--- src/bwmd_pkg.sv ---
// constants and carrier types for the blit write-mask and direction block
`default_nettype none
package bwmd_pkg;
   // ----------------------------------------------------------------
   // register byte addresses
   // ----------------------------------------------------------------
   localparam logic [4:0]  BWMD_ADDR_CTRL   = 5'h00;
   localparam logic [4:0]  BWMD_ADDR_BG     = 5'h04;
   localparam logic [4:0]  BWMD_ADDR_SIZE   = 5'h08;
   localparam logic [4:0]  BWMD_ADDR_CMD    = 5'h0c;
   localparam logic [4:0]  BWMD_ADDR_STATUS = 5'h10;
   localparam logic [4:0]  BWMD_ADDR_COUNT  = 5'h14;
   // ----------------------------------------------------------------
   // control word fields
   // ----------------------------------------------------------------
   localparam int          BWMD_ROP_LSB     = 0;
   localparam int          BWMD_XREV_BIT    = 8;
   localparam int          BWMD_YREV_BIT    = 9;
   localparam int          BWMD_SRC_MONO    = 12;
   localparam int          BWMD_SRC_MASK    = 13;
   localparam int          BWMD_CMP_EN      = 14;
   localparam int          BWMD_CMP_ROP     = 15;
   localparam int          BWMD_CMP_EQ      = 16;
   localparam int          BWMD_PAT_MASK    = 17;
   localparam int          BWMD_PAT_MONO    = 18;
   localparam int          BWMD_SIZE_H_LSB  = 16;
   localparam int          BWMD_CMD_START   = 0;
   localparam logic [31:0] BWMD_CTRL_RESET  = 32'h0000_00cc;
   localparam logic [23:0] BWMD_BG_RESET    = 24'h00_0000;
   localparam logic [7:0]  BWMD_ROP_SRC     = 8'hcc;
   localparam logic [7:0]  BWMD_ROP_PAT     = 8'hf0;
   localparam logic [7:0]  BWMD_ROP_DST     = 8'haa;
   localparam int          BWMD_PIX_W       = 24;
   localparam int          BWMD_BYTES       = 3;
   localparam int          BWMD_CRD_W       = 12;
   // ----------------------------------------------------------------
   // types
   // ----------------------------------------------------------------
   typedef enum logic [2:0] {
      BWMD_IDLE  = 3'b001,
      BWMD_RUN   = 3'b010,
      BWMD_FLUSH = 3'b100
   } bwmd_fsm_type;

   typedef struct packed {
      logic [BWMD_PIX_W-1:0] src;
      logic [BWMD_PIX_W-1:0] pat;
      logic [BWMD_PIX_W-1:0] dst;
      logic                  src_mono;
      logic                  pat_mono;
   } bwmd_pix_in_type;

   typedef struct packed {
      logic [BWMD_PIX_W-1:0] pixel;
      logic [BWMD_BYTES-1:0] byte_en;
      logic [BWMD_CRD_W-1:0] x;
      logic [BWMD_CRD_W-1:0] y;
      logic                  last;
   } bwmd_pix_out_type;
endpackage
`default_nettype wire

--- src/bwmd_engine.sv ---
// blit write-mask and traversal-order engine with an avalon-mm register slave
//
// How it works
// - only monochrome source or pattern can mask
// - bits 13 and 17 pick source/pattern mask
// - mask bit zero blocks every pixel byte
// - bit 14 enables colour compare masking
// - bit 15 compares destination or rop result
// - bit 16 writes on equal or unequal
// - default start top-left, line by line
// - bits 8 and 9 choose starting corner
// - bottom-right start walks left then up
// - four distinct compare masking behaviours exist
// - compare uses the expansion background colour
// - rop code per bit; cc/f0/aa pass-through
`default_nettype none
module bwmd_engine
   import bwmd_pkg::*;
(
   input  wire logic             clk_in,
   input  wire logic             rst_in,
   input  wire logic [4:0]       avs_address_in,
   input  wire logic             avs_read_in,
   input  wire logic             avs_write_in,
   input  wire logic [31:0]      avs_writedata_in,
   output var  logic [31:0]      avs_readdata_out,
   output var  logic             avs_waitrequest_out,
   input  wire logic             pix_valid_in,
   input  wire bwmd_pix_in_type  pix_in,
   output var  logic             pix_ready_out,
   output var  logic             out_valid_out,
   output var  bwmd_pix_out_type out_out,
   input  wire logic             out_ready_in,
   output var  logic             busy_out
);
   // ----------------------------------------------------------------
   // state
   // ----------------------------------------------------------------
   typedef struct packed {
      bwmd_fsm_type          fsm;
      logic [31:0]           ctrl;
      logic [BWMD_PIX_W-1:0] bg;
      logic [BWMD_CRD_W-1:0] width;
      logic [BWMD_CRD_W-1:0] height;
      logic [BWMD_CRD_W-1:0] x;
      logic [BWMD_CRD_W-1:0] y;
      logic [23:0]           pix_cnt;
      logic                  done;
      logic                  rd_ack;
      logic [31:0]           rdata;
      logic                  ov;
      bwmd_pix_out_type      o;
   } bwmd_state_type;

   bwmd_state_type state_q;
   bwmd_state_type state_d;

   // ----------------------------------------------------------------
   // raster operation, one truth-table lookup per bit
   // ----------------------------------------------------------------
   function automatic logic rop_bit(input logic [7:0] code, input logic p, input logic s, input logic d);
      rop_bit = code[{p, s, d}];
   endfunction

   function automatic logic [BWMD_CRD_W-1:0] first_crd(input logic rev, input logic [BWMD_CRD_W-1:0] size);
      first_crd = rev ? size - 12'h001 : 12'h000;
   endfunction

   logic [BWMD_PIX_W-1:0] rop_res;
   genvar gi;
   generate
      for (gi = 0; gi < BWMD_PIX_W; gi++)
      begin : g_rop
         assign rop_res[gi] = rop_bit(state_q.ctrl[BWMD_ROP_LSB +: 8], pix_in.pat[gi], pix_in.src[gi],
                                      pix_in.dst[gi]);
      end
   endgenerate

   // ----------------------------------------------------------------
   // mask decisions
   // ----------------------------------------------------------------
   logic src_mask_on;
   logic pat_mask_on;
   logic mono_ok;
   logic cmp_equal;
   logic cmp_ok;
   logic write_ok;
   logic accept;
   logic [BWMD_CRD_W-1:0] x_end;
   logic [BWMD_CRD_W-1:0] y_end;
   logic line_end;
   logic rect_end;

   always_comb
   begin
      // colour data is never a mask: the mono flags gate the mask enables
      src_mask_on = state_q.ctrl[BWMD_SRC_MASK] & state_q.ctrl[BWMD_SRC_MONO];
      pat_mask_on = state_q.ctrl[BWMD_PAT_MASK] & state_q.ctrl[BWMD_PAT_MONO];
      mono_ok = (~src_mask_on | pix_in.src_mono) & (~pat_mask_on | pix_in.pat_mono);
      cmp_equal = (state_q.ctrl[BWMD_CMP_ROP] ? rop_res : pix_in.dst) == state_q.bg;
      cmp_ok = ~state_q.ctrl[BWMD_CMP_EN] | (state_q.ctrl[BWMD_CMP_EQ] ? cmp_equal : ~cmp_equal);
      write_ok = mono_ok & cmp_ok;
      x_end = first_crd(~state_q.ctrl[BWMD_XREV_BIT], state_q.width);
      y_end = first_crd(~state_q.ctrl[BWMD_YREV_BIT], state_q.height);
      line_end = state_q.x == x_end;
      rect_end = line_end & (state_q.y == y_end);
   end

   assign pix_ready_out = (state_q.fsm == BWMD_RUN) & (~state_q.ov | out_ready_in);
   assign accept = pix_valid_in & pix_ready_out;

   // ----------------------------------------------------------------
   // next state
   // ----------------------------------------------------------------
   always_comb
   begin
      state_d = state_q;
      state_d.rd_ack = avs_read_in & ~state_q.rd_ack;
      if (avs_read_in & ~state_q.rd_ack)
      begin
         unique case (avs_address_in)
            BWMD_ADDR_CTRL:   state_d.rdata = state_q.ctrl;
            BWMD_ADDR_BG:     state_d.rdata = {8'h00, state_q.bg};
            BWMD_ADDR_SIZE:   state_d.rdata = {4'h0, state_q.height, 4'h0, state_q.width};
            BWMD_ADDR_STATUS: state_d.rdata = {state_q.y, state_q.x, 6'h00,
                                               state_q.done, state_q.fsm != BWMD_IDLE};
            BWMD_ADDR_COUNT:  state_d.rdata = {8'h00, state_q.pix_cnt};
            default:          state_d.rdata = 32'h0000_0000;
         endcase
      end
      if (out_ready_in)
      begin
         state_d.ov = 1'b0;
      end
      unique case (state_q.fsm)
         BWMD_IDLE:
         begin
            if (avs_write_in)
            begin
               unique case (avs_address_in)
                  BWMD_ADDR_CTRL: state_d.ctrl = avs_writedata_in;
                  BWMD_ADDR_BG:   state_d.bg = avs_writedata_in[BWMD_PIX_W-1:0];
                  BWMD_ADDR_SIZE:
                  begin
                     state_d.width = avs_writedata_in[BWMD_CRD_W-1:0];
                     state_d.height = avs_writedata_in[BWMD_SIZE_H_LSB +: BWMD_CRD_W];
                  end
                  BWMD_ADDR_CMD:
                  begin
                     if (avs_writedata_in[BWMD_CMD_START])
                     begin
                        state_d.done = 1'b0;
                        state_d.pix_cnt = 24'h00_0000;
                        state_d.x = first_crd(state_q.ctrl[BWMD_XREV_BIT], state_q.width);
                        state_d.y = first_crd(state_q.ctrl[BWMD_YREV_BIT], state_q.height);
                        // an empty rectangle finishes at once
                        if ((state_q.width == 12'h000) || (state_q.height == 12'h000))
                        begin
                           state_d.done = 1'b1;
                        end
                        else
                        begin
                           state_d.fsm = BWMD_RUN;
                        end
                     end
                  end
                  default:
                  begin
                  end
               endcase
            end
         end
         BWMD_RUN:
         begin
            if (accept)
            begin
               // masked pixels are emitted too, with no byte enables, so addresses stay in step
               state_d.ov = 1'b1;
               state_d.o.pixel = rop_res;
               state_d.o.byte_en = {BWMD_BYTES{write_ok}};
               state_d.o.x = state_q.x;
               state_d.o.y = state_q.y;
               state_d.o.last = rect_end;
               state_d.pix_cnt = state_q.pix_cnt + 24'h00_0001;
               if (rect_end)
               begin
                  state_d.fsm = BWMD_FLUSH;
               end
               else if (line_end)
               begin
                  // the whole line is done before the next one is touched
                  state_d.x = first_crd(state_q.ctrl[BWMD_XREV_BIT], state_q.width);
                  state_d.y = state_q.ctrl[BWMD_YREV_BIT] ? state_q.y - 12'h001 : state_q.y + 12'h001;
               end
               else
               begin
                  state_d.x = state_q.ctrl[BWMD_XREV_BIT] ? state_q.x - 12'h001 : state_q.x + 12'h001;
               end
            end
         end
         BWMD_FLUSH:
         begin
            if (~state_q.ov | out_ready_in)
            begin
               state_d.fsm = BWMD_IDLE;
               state_d.done = 1'b1;
            end
         end
         default:
         begin
            state_d.fsm = BWMD_IDLE;
         end
      endcase
   end

   always_ff @(posedge clk_in)
   begin
      if (rst_in)
      begin
         state_q <= '0;
         state_q.fsm <= BWMD_IDLE;
         state_q.ctrl <= BWMD_CTRL_RESET;
         state_q.bg <= BWMD_BG_RESET;
      end
      else
      begin
         state_q <= state_d;
      end
   end

   // ----------------------------------------------------------------
   // outputs
   // ----------------------------------------------------------------
   // reads cost one wait cycle so read data can come from a flip-flop
   assign avs_waitrequest_out = avs_read_in & ~state_q.rd_ack;
   assign avs_readdata_out = state_q.rdata;
   assign out_valid_out = state_q.ov;
   assign out_out = state_q.o;
   assign busy_out = state_q.fsm != BWMD_IDLE;
endmodule
`default_nettype wire

--- config.mk ---
export PLATFORM = sky130hd
export DESIGN_NAME = bwmd_engine
export DESIGN_NICKNAME = d
export VERILOG_FILES = /design/src/bwmd_pkg.sv /design/src/bwmd_engine.sv
export SDC_FILE = /design/constraint.sdc
export NUM_CORES = 1
export LEC_CHECK = 0
export ABC_AREA = 1
export BUFFER_PORTS_ARGS = -buffer_cell sky130_fd_sc_hd__buf_2
export CAP_MARGIN = 20
export CORE_MARGIN = 1.5
export CORE_UTILIZATION = 63
export CTS_CLUSTER_DIAMETER = 60
export CTS_CLUSTER_SIZE = 20
export DETAILED_ROUTE_END_ITERATION = 8
export MAX_ROUTING_LAYER = met4
export PLACE_DENSITY = 0.84
export SLEW_MARGIN = 20
export SYNTH_ARGS = -nofsm -noshare
export SYNTH_HDL_FRONTEND = slang
export SYNTH_SLANG_ARGS = --single-unit
--- constraint.sdc ---
create_clock -name clk_in -period 5.96 [get_ports clk_in]
set_input_delay 1.192 -clock clk_in [delete_from_list [all_inputs] [get_ports clk_in]]
set_output_delay 1.192 -clock clk_in [all_outputs]
set_load 0.1 [all_outputs]
==> impl_metrics.env <==
export IMPL_setup_viol=0
export IMPL_vdd_drop_max_mv=0.198
export IMPL_drive_above_1_share_pct=13.1
export IMPL_syn_instance_count=2302
export IMPL_synth_edf_count=0
export IMPL_ioPinCount=205
export IMPL_postCtsHoldBufs=0
export IMPL_layout_common_cells="592 x nand2_1, 232 x nand3_1, 224 x a21oi_1"
export IMPL_p_total_mw=3.25
export IMPL_fin_tns_setup_ns=0
export IMPL_startpoint="avs_address_in[1]"
export IMPL_core_area_sq_um=22600
export IMPL_max_slew_margin_pct=25.1
export IMPL_chipWidth_um=155
export IMPL_area_growth_pct=7.76
export IMPL_worst_pin_slew_ns=1.12
export IMPL_status="finished clean"
export IMPL_cp_required_ns=6.35
export IMPL_vias_per_cell=6.04
export IMPL_arrival_ns=4.44
export IMPL_grt_max_degree=94
export IMPL_wl_met2_mm=21.4
export IMPL_final_hold_viol_count=0
export IMPL_synth_seq_cells=216
export IMPL_grt_overflow_total=0
export IMPL_r2r_end="state_q[121]"
export IMPL_hp_class="flip-flop to flip-flop"
export IMPL_firstDrtPassIters=9
export IMPL_post_cts_resized=0
export IMPL_initialDrtViolationCount=1830
export IMPL_async_reset_ff_share_pct=0
export IMPL_finClkSkew_ns=0.0174
export IMPL_final_util_pct=69.1
export IMPL_avgSynthCellArea_sq_um=6.29
export IMPL_synth_ff_type="dfxtp_1"
export IMPL_grt_total_usage_pct=40.6
export IMPL_cts_setup_buffers=0
export IMPL_cts_root_buf="clkbuf_16"
export IMPL_r2r_slack_ns=2.31
export IMPL_clock_path_buffers=3
export IMPL_startpoint_type="input pin"
export IMPL_cts_tree="yes"
export IMPL_powerDensity_nw_per_um2=208
export IMPL_fin_crit_ns=4.05
export IMPL_endpoint_kind="flip-flop"
export IMPL_nets=2494
export IMPL_synth_area_sq_um=14500
export IMPL_grt_pass1_wl_mm=75.4
export IMPL_p_seq_share_pct=44.9
export IMPL_power_internal_mw=2.31
export IMPL_wl_per_cell_um=18.1
export IMPL_final_common_cell="nand2_1"
export IMPL_regToRegStartpoint="state_q[192]"
export IMPL_antenna_found_initial=8
export IMPL_hold_depth=2
export IMPL_clkPwrFrac_pct=43.4
export IMPL_cts_sinks=216
export IMPL_wl_met3_mm=5.69
export IMPL_maxCapViolCount=0
export IMPL_rsz0062_at_grt="false"
export IMPL_drt_met1_wl_mm=19.2
export IMPL_die_h_um=155
export IMPL_dp_cells=2613
export IMPL_switching_share_pct=29.0
export IMPL_post_route_period_util_pct=67.9
export IMPL_final_cells=2656
export IMPL_drc=0
export IMPL_seq_area_frac_synth_pct=29.9
export IMPL_grt_pass1_vias=14500
export IMPL_ff2ff_path_depth=16
export IMPL_drt_wl_total_mm=48.2
export IMPL_start_util_pct=64.1
export IMPL_whs_endpoint="state_q[213]"
export IMPL_rows=55
export IMPL_cellLeakagePower_nw=7.38
export IMPL_worstSkewPairLatency_ns=0.53
export IMPL_synth_distinct_cells=60
export IMPL_cts_htree_levels=1
export IMPL_dp_hpwl_mm=35.4
export IMPL_hp_start="state_q[213]"
export IMPL_switching_power_mw=0.941
export IMPL_io_buffers=204
export IMPL_worstPathMaxFanout=38
export IMPL_die_area_sq_um=23900
export IMPL_drtAntennaViolNets=0
export IMPL_path_clk_slew_ns=0.08
export IMPL_cts_buffers=20
export IMPL_vias=16000
export IMPL_synth_warnings=0
export IMPL_maxSlewViolCount=0
export IMPL_top_layer_used="met4"
export IMPL_fmax_ghz=0.247
export IMPL_crit_type="input pin to flip-flop"
export IMPL_place_congestion=0.985
export IMPL_p_comb_share_pct=11.6
export IMPL_syn_num_nets=2446
-- stage by stage --
| stage | instance area, sq um | hold slack (ns) | worst slack (ns) |
|---|---|---|---|
| 6_report | 15600 | 0.461 | 1.91 |
| 5_1_grt | 15600 | 0.481 | 1.50 |
| 4_1_cts | 15600 | 0.458 | 2.04 |
| 3_5_place_dp | 14900 | 0.446 | 1.51 |
| 3_3_place_gp | 14900 | 0.439 | 1.78 |
| 2_1_floorplan | 14500 | 0.429 | 1.87 |
-- critical path, stage by stage --
cell	delay, ns
buf_2	0.09
nor2_1	0.21
nand3_1	0.13
nor2_1	0.51
clkinv_1	0.63
nor2_1	0.61
inv_1	0.59
o21ai_0	0.39
a21oi_1	0.06
-- cell usage after synthesis (5+ instances only) --
cell      number  area, sq um
ha_1          25          313
nand3b_1      21          158
o211ai_1      10         75.1
a21oi_1      224         1120
inv_2         11         41.3
buf_4         86          646
o221ai_1      12          105
buf_2          5         25.0
o21ai_0      197          986
nand2_2        9         56.3
nor2_1       161          604
nand2_1      592         2220
xnor2_1       12          105
clkbuf_1      91          342
nor3_1        16         80.1
o21ai_1        7         35.0
a22oi_1        5         37.5
inv_1        214          803
o22ai_1       25          156
nand4_1       21          131
o31ai_1        6         45.0
nor2_2         8         50.1
clkinv_1       9         33.8
xor2_1        21          184
dfxtp_1      216         4320
nand3_1      232         1160
-- sequential cells by signal, summed over array words and instances (netlist names) --
register	cells
out_valid_out	1
out_out	50
state_q	133
avs_readdata_out	32
-- metal layers --
metal / up-vias / track usage (%)
li1: 7614 / -
met1: 7293 / 52.4
met2: 978 / 62.8
met3: 155 / 7.68
met4: 0 / 16.2
met5: - / -
-- cell families after synthesis --
family                     share of synthesized area [%]
and+or+nand+nor                                     32.8
DFF                                                 29.9
buffers and inverters                               13.6
AOI/OAI and AO/OA                                   19.0
adders and majority gates                           2.44
xor gates and xnor gates                            2.22
-- power groups by stage --
stage	Combinational, mW	Clock (mW)	Sequential (mW)
floorplan	0.235	0	1.49
global placement	0.354	0	1.49
detailed placement	0.364	0	1.49
CTS	0.366	1.41	1.46
global route	0.412	1.46	1.46
finish	0.378	1.41	1.46
-- worst max path at each step --
stage	to	slack [ns]	depth (start not counted)
after floorplan	state_q[107]	1.87	14
after global placement	state_q[179]	1.78	9
after detailed placement	state_q[167]	1.51	9
after CTS	state_q[167]	2.04	9
after global routing	state_q[167]	1.50	9
final	state_q[167]	1.91	9
-- final cells by class --
type                    count  area, sq um
flip-flops and latches    216         4320
multi-input cells        1661         8180
diodes                      9         22.5
repair buffers            216         1110
clock inverters            12          175
clock buffers              22          539
well taps                 285          357
inverters                 235          886
fillers                  2027         6980
(Power assumes the default switching activity.)
